File: src/hdl/mrc_pkg.sv
/*
 * Constants, register layout and state codes for the mode and reset controller.
 * Assumes a single 100 MHz clock that stands in for the on-chip oscillator.
 */
package mrc_pkg;

    // ************************************************************
    // Clock and timing
    // ************************************************************
    localparam int CLK_PERIOD_NS      = 10;
    localparam int DEB_SHORT_NS       = 2_000_000;
    localparam int DEB_LONG_NS        = 16_000_000;
    localparam int WAKE_FILTER_NS     = 1_000;
    // Least times, rounded up to whole cycles
    localparam int DEB_SHORT_CYCLES   = (DEB_SHORT_NS + CLK_PERIOD_NS - 1) / CLK_PERIOD_NS;
    localparam int DEB_LONG_CYCLES    = (DEB_LONG_NS + CLK_PERIOD_NS - 1) / CLK_PERIOD_NS;
    localparam int WAKE_FILTER_CYCLES = (WAKE_FILTER_NS + CLK_PERIOD_NS - 1) / CLK_PERIOD_NS;
    localparam int POR_CLOCKS_SHORT   = 64;
    localparam int POR_CLOCKS_LONG    = 128;

    // ************************************************************
    // Counter widths
    // ************************************************************
    localparam int DEB_W              = 21;
    localparam int CS_W               = 8;

    // ************************************************************
    // Register map
    // ************************************************************
    localparam int          ADDR_W        = 12;
    localparam logic [11:0] CTRL_OFFSET   = 12'h000;
    localparam logic [11:0] STATUS_OFFSET = 12'h004;
    localparam int          GUARD_BIT     = 0;
    localparam int          SLEEP_BIT     = 1;
    localparam int          DEB_LONG_BIT  = 2;
    localparam int          WD_OFF_BIT    = 3;
    localparam logic        CTRL_RESET    = 1'b0;
    localparam int          ST_MODE_LSB   = 0;
    localparam int          ST_SYSRST_BIT = 6;
    localparam int          ST_PIN_BIT    = 7;
    localparam int          ST_PORTA_BIT  = 8;
    localparam int          ST_OSC_BIT    = 9;
    localparam int          ST_WD_BIT     = 10;
    localparam logic [3:0]  PA_MASK_DEF   = 4'h3;

    // ************************************************************
    // Mode states
    // ************************************************************
    typedef enum logic [5:0] {
        ST_POR     = 6'h01,
        ST_ACTIVE  = 6'h02,
        ST_STANDBY = 6'h04,
        ST_SLEEP   = 6'h08,
        ST_WAKE    = 6'h10,
        ST_HOLD    = 6'h20
    } mrc_state_type;

endpackage : mrc_pkg

File: src/hdl/mrc_mode_reset_ctrl.sv
/*
 * Operating mode and system reset controller: standby, guarded sleep,
 * reset merging and the strobe/reset pin, with an APB register slave.
 * Assumes the CPU and watchdog share clk_i;
 * the reset pin, port A and the monitor output arrive asynchronously.
 */
//
// Behaviour
// (RULE_01) A halt instruction puts the device into standby.
// (RULE_02) Standby stops only the instruction clock; oscillator and peripherals keep running.
// (RULE_03) Registers, RAM and pins keep their values throughout standby.
// (RULE_04) Standby ends on any reset or an enabled interrupt request.
// (RULE_05) Sleep request write is accepted only when the guard bit is already one.
// (RULE_06) Sleep stops the oscillator; only regulator and reset input stay alive.
// (RULE_07) Only the reset pin, held high at least 2 us, ends sleep; the code filters it for 1 us (WAKE_FILTER_NS).
// (RULE_08) Wake holds reset for the cold start period with strobe high.
// (RULE_09) Wake clears the sleep request flag but keeps the guard bit.
// (RULE_10) Guard reads zero after power-up and one after a wake; the code keeps the guard bit of the sleep write, which may be zero.
// (RULE_11) Reset comes from power-on, reset pin, port A combination, watchdog.
// (RULE_12) Strobe/reset output is high while any reset holds the system.
// (RULE_13) Reset when a build-time subset of port A inputs is all high.
// (RULE_14) Power-on holds reset for the first 64 or 128 clocks.
// (RULE_15) Oscillator stop outside sleep after power-up raises reset and strobe.
// (RULE_16) Reset pin is active high; undriven it reads inactive.
// (RULE_17) Watchdog reset is a software option that can be switched off.
// (RULE_18) A write to ports B, C or D pulses the strobe/reset output.
// (RULE_19) Outside sleep the reset pin must stay high for the debounce time.
// (RULE_20) Port A combination is debounced likewise and ignored during sleep.
// (RULE_21) The power-on clock count is a build-time parameter.
`timescale 1ns/100ps
module mrc_mode_reset_ctrl #(
    parameter int         DEB_SHORT   = mrc_pkg::DEB_SHORT_CYCLES,
    parameter int         DEB_LONG    = mrc_pkg::DEB_LONG_CYCLES,
    parameter int         POR_CLOCKS  = mrc_pkg::POR_CLOCKS_SHORT,
    parameter logic [3:0] PA_MASK     = mrc_pkg::PA_MASK_DEF
) (
    // Clock and power-up reset
    input  wire logic                       clk_i,
    input  wire logic                       rst_i,
    // APB slave
    input  wire logic                       psel_i,
    input  wire logic                       penable_i,
    input  wire logic                       pwrite_i,
    input  wire logic [mrc_pkg::ADDR_W-1:0] paddr_i,
    input  wire logic [31:0]                pwdata_i,
    output logic      [31:0]                prdata_o,
    output logic                            pready_o,
    output logic                            pslverr_o,
    // CPU core side
    input  wire logic                       halt_i,
    input  wire logic                       irq_i,
    input  wire logic                       port_write_i,
    input  wire logic                       wd_timeout_i,
    // Pins and analogue monitor
    input  wire logic                       reset_pin_i,
    input  wire logic [3:0]                 port_a_i,
    input  wire logic                       osc_stop_i,
    // Mode outputs
    output logic                            cpu_clk_en_o,
    output logic                            osc_run_o,
    output logic                            periph_run_o,
    output logic                            standby_o,
    output logic                            sleep_o,
    output logic                            sys_reset_o,
    output logic                            strobe_reset_o
);
    import mrc_pkg::*;
    // ************************************************************
    // Helpers
    // ************************************************************
    function automatic logic in_reset(input mrc_state_type s);
        return (s == ST_POR) || (s == ST_WAKE) || (s == ST_HOLD);
    endfunction : in_reset

    function automatic logic [DEB_W-1:0] deb_limit(input logic long_sel, input logic asleep);
        logic [DEB_W-1:0] lim;
        lim = long_sel ? DEB_W'(DEB_LONG) : DEB_W'(DEB_SHORT);
        if (asleep) begin
            lim = DEB_W'(WAKE_FILTER_CYCLES);
        end
        return lim;
    endfunction : deb_limit

    // Saturating count; clamps when the limit shrinks on sleep entry
    function automatic logic [DEB_W-1:0] sat_inc(input logic [DEB_W-1:0] c, input logic [DEB_W-1:0] lim);
        return (c >= lim) ? lim : c + DEB_W'(1);
    endfunction : sat_inc
    // ************************************************************
    // Input synchronisers
    // ************************************************************
    logic       pin_meta_reg;
    logic       pin_sync_reg;
    logic [3:0] pa_meta_reg;
    logic [3:0] pa_sync_reg;
    logic       osc_meta_reg;
    logic       osc_sync_reg;

    always_ff @(posedge clk_i) begin
        if (rst_i) begin
            pin_meta_reg <= 1'b0;
            pin_sync_reg <= 1'b0;
            pa_meta_reg  <= 4'h0;
            pa_sync_reg  <= 4'h0;
            osc_meta_reg <= 1'b0;
            osc_sync_reg <= 1'b0;
        end else begin
            pin_meta_reg <= reset_pin_i;
            pin_sync_reg <= pin_meta_reg;
            pa_meta_reg  <= port_a_i;
            pa_sync_reg  <= pa_meta_reg;
            osc_meta_reg <= osc_stop_i;
            osc_sync_reg <= osc_meta_reg;
        end
    end
    // ************************************************************
    // Registers and state
    // ************************************************************
    mrc_state_type    state_reg;
    mrc_state_type    state_next;
    logic             guard_reg;
    logic             guard_next;
    logic             sleep_req_reg;
    logic             sleep_req_next;
    logic             deb_long_reg;
    logic             deb_long_next;
    logic             wd_off_reg;
    logic             wd_off_next;
    logic [DEB_W-1:0] pin_cnt_reg;
    logic [DEB_W-1:0] pin_cnt_next;
    logic [DEB_W-1:0] pa_cnt_reg;
    logic [DEB_W-1:0] pa_cnt_next;
    logic [CS_W-1:0]  cs_cnt_reg;
    logic [CS_W-1:0]  cs_cnt_next;
    logic             strobe_reg;
    logic [31:0]      prdata_reg;
    logic [31:0]      prdata_next;
    // ************************************************************
    // Decode
    // ************************************************************
    wire logic             is_sleep     = (state_reg == ST_SLEEP);
    wire logic             is_active    = (state_reg == ST_ACTIVE);
    wire logic             is_standby   = (state_reg == ST_STANDBY);
    wire logic [DEB_W-1:0] cur_limit    = deb_limit(deb_long_reg, is_sleep);
    wire logic             hit_ctrl     = (paddr_i == CTRL_OFFSET);
    wire logic             hit_status   = (paddr_i == STATUS_OFFSET);
    wire logic             apb_access   = psel_i & penable_i;
    wire logic             apb_wr       = apb_access & pwrite_i & hit_ctrl & ~in_reset(state_reg);
    // (RULE_16) Pin high means reset
    wire logic             pin_high     = pin_sync_reg;
    // (RULE_13) Build-time port A subset
    wire logic             pa_combo     = (PA_MASK != 4'h0) && ((pa_sync_reg & PA_MASK) == PA_MASK);
    // (RULE_19) Pin debounced outside sleep
    wire logic             pin_done     = ~is_sleep & (pin_cnt_reg == cur_limit);
    // (RULE_07) Short filter only while asleep
    wire logic             wake_done    = is_sleep & (pin_cnt_reg == cur_limit);
    // (RULE_20) Combination debounced
    wire logic             pa_done      = (pa_cnt_reg == cur_limit);
    // (RULE_17) Watchdog reset can be switched off
    wire logic             wd_reset     = wd_timeout_i & ~wd_off_reg;
    // (RULE_15) Oscillator stop counts only after power-up, outside sleep
    wire logic             osc_reset    = osc_sync_reg & ~is_sleep & (state_reg != ST_POR);
    // (RULE_11) Merged reset sources
    wire logic             any_reset    = pin_done | pa_done | wd_reset | osc_reset;
    // (RULE_05) Guard must already be set
    wire logic             sleep_accept = apb_wr & pwdata_i[SLEEP_BIT] & guard_reg & is_active;
    // (RULE_21) Build-time clock count
    wire logic             cs_done      = (cs_cnt_reg == CS_W'(POR_CLOCKS - 1));
    // ************************************************************
    // Mode state machine
    // ************************************************************
    always_comb begin
        state_next = state_reg;
        unique case (state_reg)
            ST_POR: begin
                // (RULE_14) Count oscillator clocks, then run
                if (cs_done) begin
                    state_next = ST_ACTIVE;
                end
            end
            ST_ACTIVE: begin
                if (any_reset) begin
                    state_next = ST_HOLD;
                end else if (sleep_accept) begin
                    state_next = ST_SLEEP;
                end else if (halt_i) begin
                    // (RULE_01) Halt enters standby
                    state_next = ST_STANDBY;
                end
            end
            ST_STANDBY: begin
                // (RULE_04) Reset or enabled interrupt ends standby
                if (any_reset) begin
                    state_next = ST_HOLD;
                end else if (irq_i) begin
                    state_next = ST_ACTIVE;
                end
            end
            ST_SLEEP: begin
                // (RULE_07) Only the reset pin wakes
                if (wake_done) begin
                    state_next = ST_WAKE;
                end
            end
            ST_WAKE: begin
                // (RULE_08) Cold start hold before running
                if (cs_done) begin
                    state_next = ST_ACTIVE;
                end
            end
            ST_HOLD: begin
                if (!any_reset) begin
                    state_next = ST_ACTIVE;
                end
            end
            default: begin
                state_next = ST_POR;
            end
        endcase
    end
    // ************************************************************
    // Counters
    // ************************************************************
    // Saturating debounce counters; a low input restarts them
    always_comb begin
        pin_cnt_next = '0;
        if (pin_high) begin
            pin_cnt_next = sat_inc(pin_cnt_reg, cur_limit);
        end
        // (RULE_20) Combination ignored in sleep
        pa_cnt_next = '0;
        if (pa_combo && !is_sleep) begin
            pa_cnt_next = sat_inc(pa_cnt_reg, cur_limit);
        end
        cs_cnt_next = '0;
        if ((state_reg == ST_POR || state_reg == ST_WAKE) && !cs_done) begin
            cs_cnt_next = cs_cnt_reg + CS_W'(1);
        end
    end
    // ************************************************************
    // Control register
    // ************************************************************
    always_comb begin
        guard_next     = guard_reg;
        sleep_req_next = sleep_req_reg;
        deb_long_next  = deb_long_reg;
        wd_off_next    = wd_off_reg;
        if (apb_wr) begin
            guard_next    = pwdata_i[GUARD_BIT];
            deb_long_next = pwdata_i[DEB_LONG_BIT];
            wd_off_next   = pwdata_i[WD_OFF_BIT];
        end
        if (sleep_accept) begin
            sleep_req_next = 1'b1;
        end
        // (RULE_09) Wake drops the request, keeps the guard
        if (state_next == ST_WAKE || state_next == ST_HOLD) begin
            sleep_req_next = CTRL_RESET;
            deb_long_next  = CTRL_RESET;
            wd_off_next    = CTRL_RESET;
        end
        // (RULE_10) Any other reset clears the guard
        if (state_next == ST_HOLD) begin
            guard_next     = CTRL_RESET;
        end
    end
    // ************************************************************
    // APB read data
    // ************************************************************
    // Captured in the setup cycle so the read value comes from a flop
    always_comb begin
        prdata_next = 32'h0000_0000;
        if (hit_ctrl) begin
            prdata_next[GUARD_BIT]    = guard_next;
            prdata_next[SLEEP_BIT]    = sleep_req_next;
            prdata_next[DEB_LONG_BIT] = deb_long_next;
            prdata_next[WD_OFF_BIT]   = wd_off_next;
        end else if (hit_status) begin
            prdata_next[ST_MODE_LSB +: 6] = state_reg;
            prdata_next[ST_SYSRST_BIT]    = in_reset(state_reg);
            prdata_next[ST_PIN_BIT]       = pin_done;
            prdata_next[ST_PORTA_BIT]     = pa_done;
            prdata_next[ST_OSC_BIT]       = osc_sync_reg;
            prdata_next[ST_WD_BIT]        = wd_timeout_i;
        end
    end
    // ************************************************************
    // Sequential state
    // ************************************************************
    always_ff @(posedge clk_i) begin
        if (rst_i) begin
            state_reg     <= ST_POR;
            guard_reg     <= CTRL_RESET;
            sleep_req_reg <= CTRL_RESET;
            deb_long_reg  <= CTRL_RESET;
            wd_off_reg    <= CTRL_RESET;
            pin_cnt_reg   <= '0;
            pa_cnt_reg    <= '0;
            cs_cnt_reg    <= '0;
            strobe_reg    <= 1'b1;
            prdata_reg    <= 32'h0000_0000;
        end else begin
            state_reg     <= state_next;
            guard_reg     <= guard_next;
            sleep_req_reg <= sleep_req_next;
            deb_long_reg  <= deb_long_next;
            wd_off_reg    <= wd_off_next;
            pin_cnt_reg   <= pin_cnt_next;
            pa_cnt_reg    <= pa_cnt_next;
            cs_cnt_reg    <= cs_cnt_next;
            // (RULE_12) Strobe high in reset; (RULE_18) pulse on port write
            strobe_reg    <= in_reset(state_next) | port_write_i;
            if (psel_i && !penable_i) begin
                prdata_reg <= prdata_next;
            end
        end
    end
    // ************************************************************
    // Outputs
    // ************************************************************
    // (RULE_02) Standby gates only the instruction clock
    // (RULE_03) CPU stopped, so nothing it owns can change
    assign cpu_clk_en_o   = is_active;
    // (RULE_06) Sleep stops oscillator and peripherals
    assign osc_run_o      = ~is_sleep;
    assign periph_run_o   = ~is_sleep;
    assign standby_o      = is_standby;
    assign sleep_o        = is_sleep;
    assign sys_reset_o    = in_reset(state_reg);
    assign strobe_reset_o = strobe_reg;
    assign pready_o       = 1'b1;
    assign pslverr_o      = apb_access & ~(hit_ctrl | hit_status);
    assign prdata_o       = prdata_reg;
endmodule : mrc_mode_reset_ctrl

File: config.mk
export PLATFORM = sky130hd
export DESIGN_NAME = mrc_mode_reset_ctrl
export DESIGN_NICKNAME = d
export VERILOG_FILES = /design/src/hdl/mrc_pkg.sv /design/src/hdl/mrc_mode_reset_ctrl.sv
export SDC_FILE = /design/constraint.sdc
export NUM_CORES = 1
export LEC_CHECK = 0
export ABC_AREA = 1
export ABC_CLOCK_PERIOD_IN_PS = 2600
export BUFFER_PORTS_ARGS = -buffer_cell sky130_fd_sc_hd__buf_2
export CORE_MARGIN = 4
export CORE_UTILIZATION = 55
export DETAILED_ROUTE_END_ITERATION = 10
export PLACE_DENSITY = 0.8
export SETUP_SLACK_MARGIN = 0.3
export SYNTH_ARGS = -nofsm -noshare
export SYNTH_HDL_FRONTEND = slang
export SYNTH_SLANG_ARGS = --single-unit
File: constraint.sdc
create_clock -name clk_i -period 2.6 [get_ports clk_i]
set_input_delay 0.78 -clock clk_i [delete_from_list [all_inputs] [get_ports clk_i]]
set_output_delay 0.78 -clock clk_i [all_outputs]
set_load 0.1 [all_outputs]
Word-level counts from Yosys, hierarchy flattened:

Index checks and enable logic that the tools add are counted.

* flip-flop bits (word level): 80
* input bits: 59
* output and inout bits: 41

* magnitude comparators: 2
* reduce and logical (&&, ||, !) cells: 16
* muxes and demuxes: 24
* eq/ne operators: 15
* bitwise logic cells: 25
* $add $sub $neg: 3

Operator list (count)
* $mux W21: 4
* $mux W6: 8
* $add A21 B1 Y21 const B: 2
* $eq A21 B21 Y1: 2
* $ge A21 B21 Y1: 2
* $pmux W6 S5: 1
* $and A1 B1 Y1: 13
* $eq A12 B3 Y1 const B: 1
* $eq A6 B1 Y1 const B: 2
* $eq A6 B5 Y1 const B: 2
* $eq A6 B6 Y1 const B: 2
* $logic_not A12 Y1: 1
* $mux W11: 1
* $add A8 B1 Y8 const B: 1
* $eq A8 B6 Y1 const B: 1
* $mux W1: 8
* $reduce_or A2 Y1: 4
* $mux W7: 1
* $not A1 Y1: 7
* $eq A6 B2 Y1 const B: 1
* $eq A6 B3 Y1 const B: 1
* $eq A6 B4 Y1 const B: 1
* $ne A6 B1 Y1 const B: 1
* $logic_or A1 B1 Y1: 5
* 5 further kinds: 13

Longest topological paths before layout:

* word-level depth: 15
* depth in mapped cells: 17
* mapped depth without buffers: 16

Least setup slack after synthesis:

Ideal clock, no wire load.

* path type: reg2reg
* start: register state_reg[1]
* end: register pin_cnt_reg[16]
* required time: 2.480 ns
* arrival: 3.116 ns
* slack: -0.636 ns
* period minus slack after synthesis: 3.236 ns
* stages on the path, launching flop included: 13
* path buffers: 1
* cell sequence: dfxtp_1 nor2_4 nand4_4 inv_1 ha_1 inv_1 nor3_1 nand4_2 nand4_4 nor2_4 inv_4 buf_6 o21ai_2

* cells in the longest elaborated chain, start to end: 4

RTL lines
* start, declared: line mrc_mode_reset_ctrl.sv:118 `mrc_state_type state_reg;`
* start signal, assigned: line mrc_mode_reset_ctrl.sv:302 `state_reg <= state_next;`
* $eq A6 B4 Y1 *: line mrc_mode_reset_ctrl.sv:140 `wire logic is_sleep = (state_reg == ST_SLEEP);`
* net sleep_o: line mrc_mode_reset_ctrl.sv:63 `output logic sleep_o,`
* $mux W21 *: line mrc_mode_reset_ctrl.sv:78 `if (asleep) begin`
* $ge A21 B21 Y1: line mrc_mode_reset_ctrl.sv:86 `return (c >= lim) ? lim : c + DEB_W'(1);`
* $mux W21 *: line mrc_mode_reset_ctrl.sv:86
* end signal, assigned: line mrc_mode_reset_ctrl.sv:307 `pin_cnt_reg <= pin_cnt_next;`
* end, declared: line mrc_mode_reset_ctrl.sv:128 `logic [DEB_W-1:0] pin_cnt_reg;`

The timed path passes the listed nets; every way through them passes the cells marked *.
A chain may end at the register's enable or synchronous reset.

Worst setup path after layout:

* start: register state_reg[4]
* end: register pa_cnt_reg[19]

* cells in the longest elaborated chain, start to end: 5

RTL lines
* $eq A6 B4 Y1 *: line mrc_mode_reset_ctrl.sv:140
* branches (longest 4 deep; another with $ge A21 B21 Y1)
* end signal, assigned: line mrc_mode_reset_ctrl.sv:308 `pa_cnt_reg <= pa_cnt_next;`
* end, declared: line mrc_mode_reset_ctrl.sv:130 `logic [DEB_W-1:0] pa_cnt_reg;`

Mark *: on every way between the ends.

==> flow_summary.ini <==
[global_route]
grt_pass1_vias = 4822
grt-ovfl-total = 0
grt_use_total = 0.247
grt_pass1_wl_um = 22300
antenna_found_initial = 0
grt_max_degree = 25

[power]
power_density_nw_per_um2 = 394
p_leak_nw = 2.77
switching_share = 0.313
seqPwrFrac = 0.488
pwr-share-clk = 0.384
irDropWorstVdd_uv = 322
intPower_w = 0.00175
p_sw_w = 0.000801
p_comb_frac = 0.128

[route]
wl_per_cell_um = 17.9
drtIter0Drc = 531
routed_wl_um = 16200
drc = 0
drt_first_pass_iters = 5
post_drt_via_cell_ratio = 5.97
drtAntennaViolNets = 0
vias = 5387

[yosys]
yosysTopAreaCell = dfxtp_1
synth_edf_count = 0
synthDistinctLibCells = 47
synth_cells = 693
synthTopCellsByArea = dfxtp_1 (32%), nand2_1 (9.8%), ha_1 (7.7%)
synth_top_cell_area_share = 0.316
synthArstFlopShare = 0
ys_warn_count = 0
ys_seq_area_frac = 0.316
synth_area_um2 = 5070
avgSynthCellArea_um2 = 7.31
synth-seq-cells = 80
synth_top_flop_cell = dfxtp_1

[cells_and_area]
layout-drive-gt1-share = 0.327
fin_nets = 880
mostFrequentLayoutCell = nand2_1
stdcell_area_um2 = 6490
syn_to_final_growth_pct = 28.1
mostFrequentLayoutCells = nand2_1 (117), dfxtp_1 (74), nor2_1 (73), inv_1 (59)
diodes = 0

[worst_setup_path]
crit_type = reg -> reg
slowest_stage = dfxtp_4
cpPeakStageDelay_ns = 0.38
path_delay_family = simple AND/OR/NAND/NOR gates
cp.required_ns = 2.90
arrival_ns = 2.92
startpoint_type = register
cp_common_cell = nand2_2
cp_cell_sequence = nor2_4 > nand4_4 > nand2_2 > clkbuf_4 > ha_1 > a21oi_1 > nand2_1 > nand2_2 > nand3_2 > nand2_2 > nand3_4 > nor2_8 > buf_6 > nand2_1 > a21oi_1
path_buf_inv = 2
crit_fanout = 5
end_kind = register

[floorplanning]
core_um2 = 8850
die_x_um = 104
rows = 34
dieArea_um2 = 10800
die_y_um = 104
num_io_pins = 100
start_util = 0.573

[placement]
place_ws_ns = 0.0781
place_area_um2 = 5520
gp_congestion = 0.941
portBuffers = 47
post-dp-hpwl_um = 9240

[sta]
fmaxAchievable_mhz = 381
slew-limit-headroom = 0.631
skew_ns = 0.0132
rsz0062_at_grt = true
maxSlewViolCount = 0
finalSetupViolCount = 2
fin_crit_ns = 2.62
finalWorstSetupSlack_ns = -0.0226
tightest_slew_ns = 0.550
hold_violations = 0
period_share = 1.01

[clock_tree]
htree_levels = 3
tritoncts = built
clockBufferDepth = 2
cts_sinks = 80
cts-root-buf = clkbuf_8
cts_buffers = 9
path_clk_slew_ns = 0.09
hold_buffers = 0
insertion_delay_ns = 0.38

[run_status]
violations = negative setup slack
status = finished, violations left

[run]
max-cap-violations = 0

[min_path]
hp-class = reg -> reg
-- worst register-to-register path: cells and delay by family, from the launching register on --
family / cells / cell delay, ns
simple gates: 10 / 1.18
flops: 1 / 0.38
compound gates: 2 / 0.36
buf+inv: 2 / 0.33
fa+ha+maj: 1 / 0.29
-- timing repair --
item / in CTS / in global routing
buffers inserted: 18 / 13
resized for setup: 46 / 74
pin swaps: 19 / 23
endpoints found under the setup margin: 58 / 65
endpoints found under the hold margin: 0 / 0
cloned: 3 / 1
-- kinds of logic (layout without fill, tap and decap cells) --
group,after synthesis,count (layout),synth area share
adder cells (fa/ha/maj),31,31,0.0765
flip-flops,80,80,0.316
AND/OR/NAND/NOR,361,363,0.360
XOR/XNOR,31,31,0.0536
buffers and inverters,115,195,0.106
AO/OA/AOI/OAI,73,73,0.0857
other,2,22,0.00148
-- through the flow --
step / total power [W] / utilization / cells / TNS, ns / hold slack, ns
floorplan: 0.00154 / - / 713 / -13.77 / 0.388
global placement: 0.00156 / 0.623 / 852 / 0 / 0.390
detailed placement: 0.00157 / 0.623 / 852 / 0 / 0.399
CTS: 0.00252 / 0.689 / 889 / 0 / 0.412
global route: 0.00263 / 0.734 / 903 / -2.16 / 0.423
finish: 0.00255 / 0.734 / 903 / -0.0310 / 0.411
-- path summary, 6_finish.rpt --
check / startpoint / to / slack [ns] / depth (start not counted)
worst min-delay path: osc_meta_reg / osc_sync_reg / 0.41 / 2
worst min register to register: osc_meta_reg / osc_sync_reg / 0.41 / 2
worst max-delay path: state_reg[4] / pa_cnt_reg[19] / -0.02 / 15
worst max register to register: state_reg[4] / pa_cnt_reg[19] / -0.02 / 15
-- area by class of cell --
class | count | area [µm²]
multi-input combinational | 520 | 3420
fill | 574 | 2360
sequential | 80 | 1620
timing repair buffer | 92 | 773
inverter | 86 | 342
tap | 108 | 135
clock buffer | 9 | 124
clock inverter | 7 | 77.6
timing repair inverter | 1 | 6.26
-- Yosys cell counts (2+ instances only) --
cell      number
clkbuf_1       3
dfxtp_1       80
or2_2          2
a21oi_1       35
conb_1         2
nor3_1        12
nor2_4         6
nand3b_1       2
ha_1          31
nand2_1      132
nor4_1         3
nand3_1       41
nor2_2        14
o21ai_2        3
inv_1         71
o21ai_1        2
nand3_2        4
a21oi_2        6
nor3b_1        2
o21ai_0       21
and2_1         2
nand4_2        4
nand2_2       11
nand4_4        2
xor2_1        22
buf_6          2
inv_2         13
buf_4         23
nand4_1       26
xnor2_1        9
nor2_1        85
nor3_2         7
-- metal layers --
metal / routed length, µm / vias up / share of wire / GRT usage
met3: 1440 / 120 / 0.089 / 0.0515
met4: 1010 / 0 / 0.063 / 0.105
met5: 0 / - / 0 / 0
li1: - / 2426 / - / -
met2: 7820 / 378 / 0.48 / 0.431
met1: 5880 / 2463 / 0.36 / 0.293
-- power by group through the flow --
stage               clock (W)  sequential (W)  combinational (W)
finish               0.000981         0.00125           0.000326
global route          0.00104         0.00125           0.000342
CTS                  0.000966         0.00125           0.000306
detailed placement          0         0.00128           0.000290
global placement            0         0.00128           0.000288
floorplan                   0         0.00131           0.000239
(Power assumes the default switching activity.)
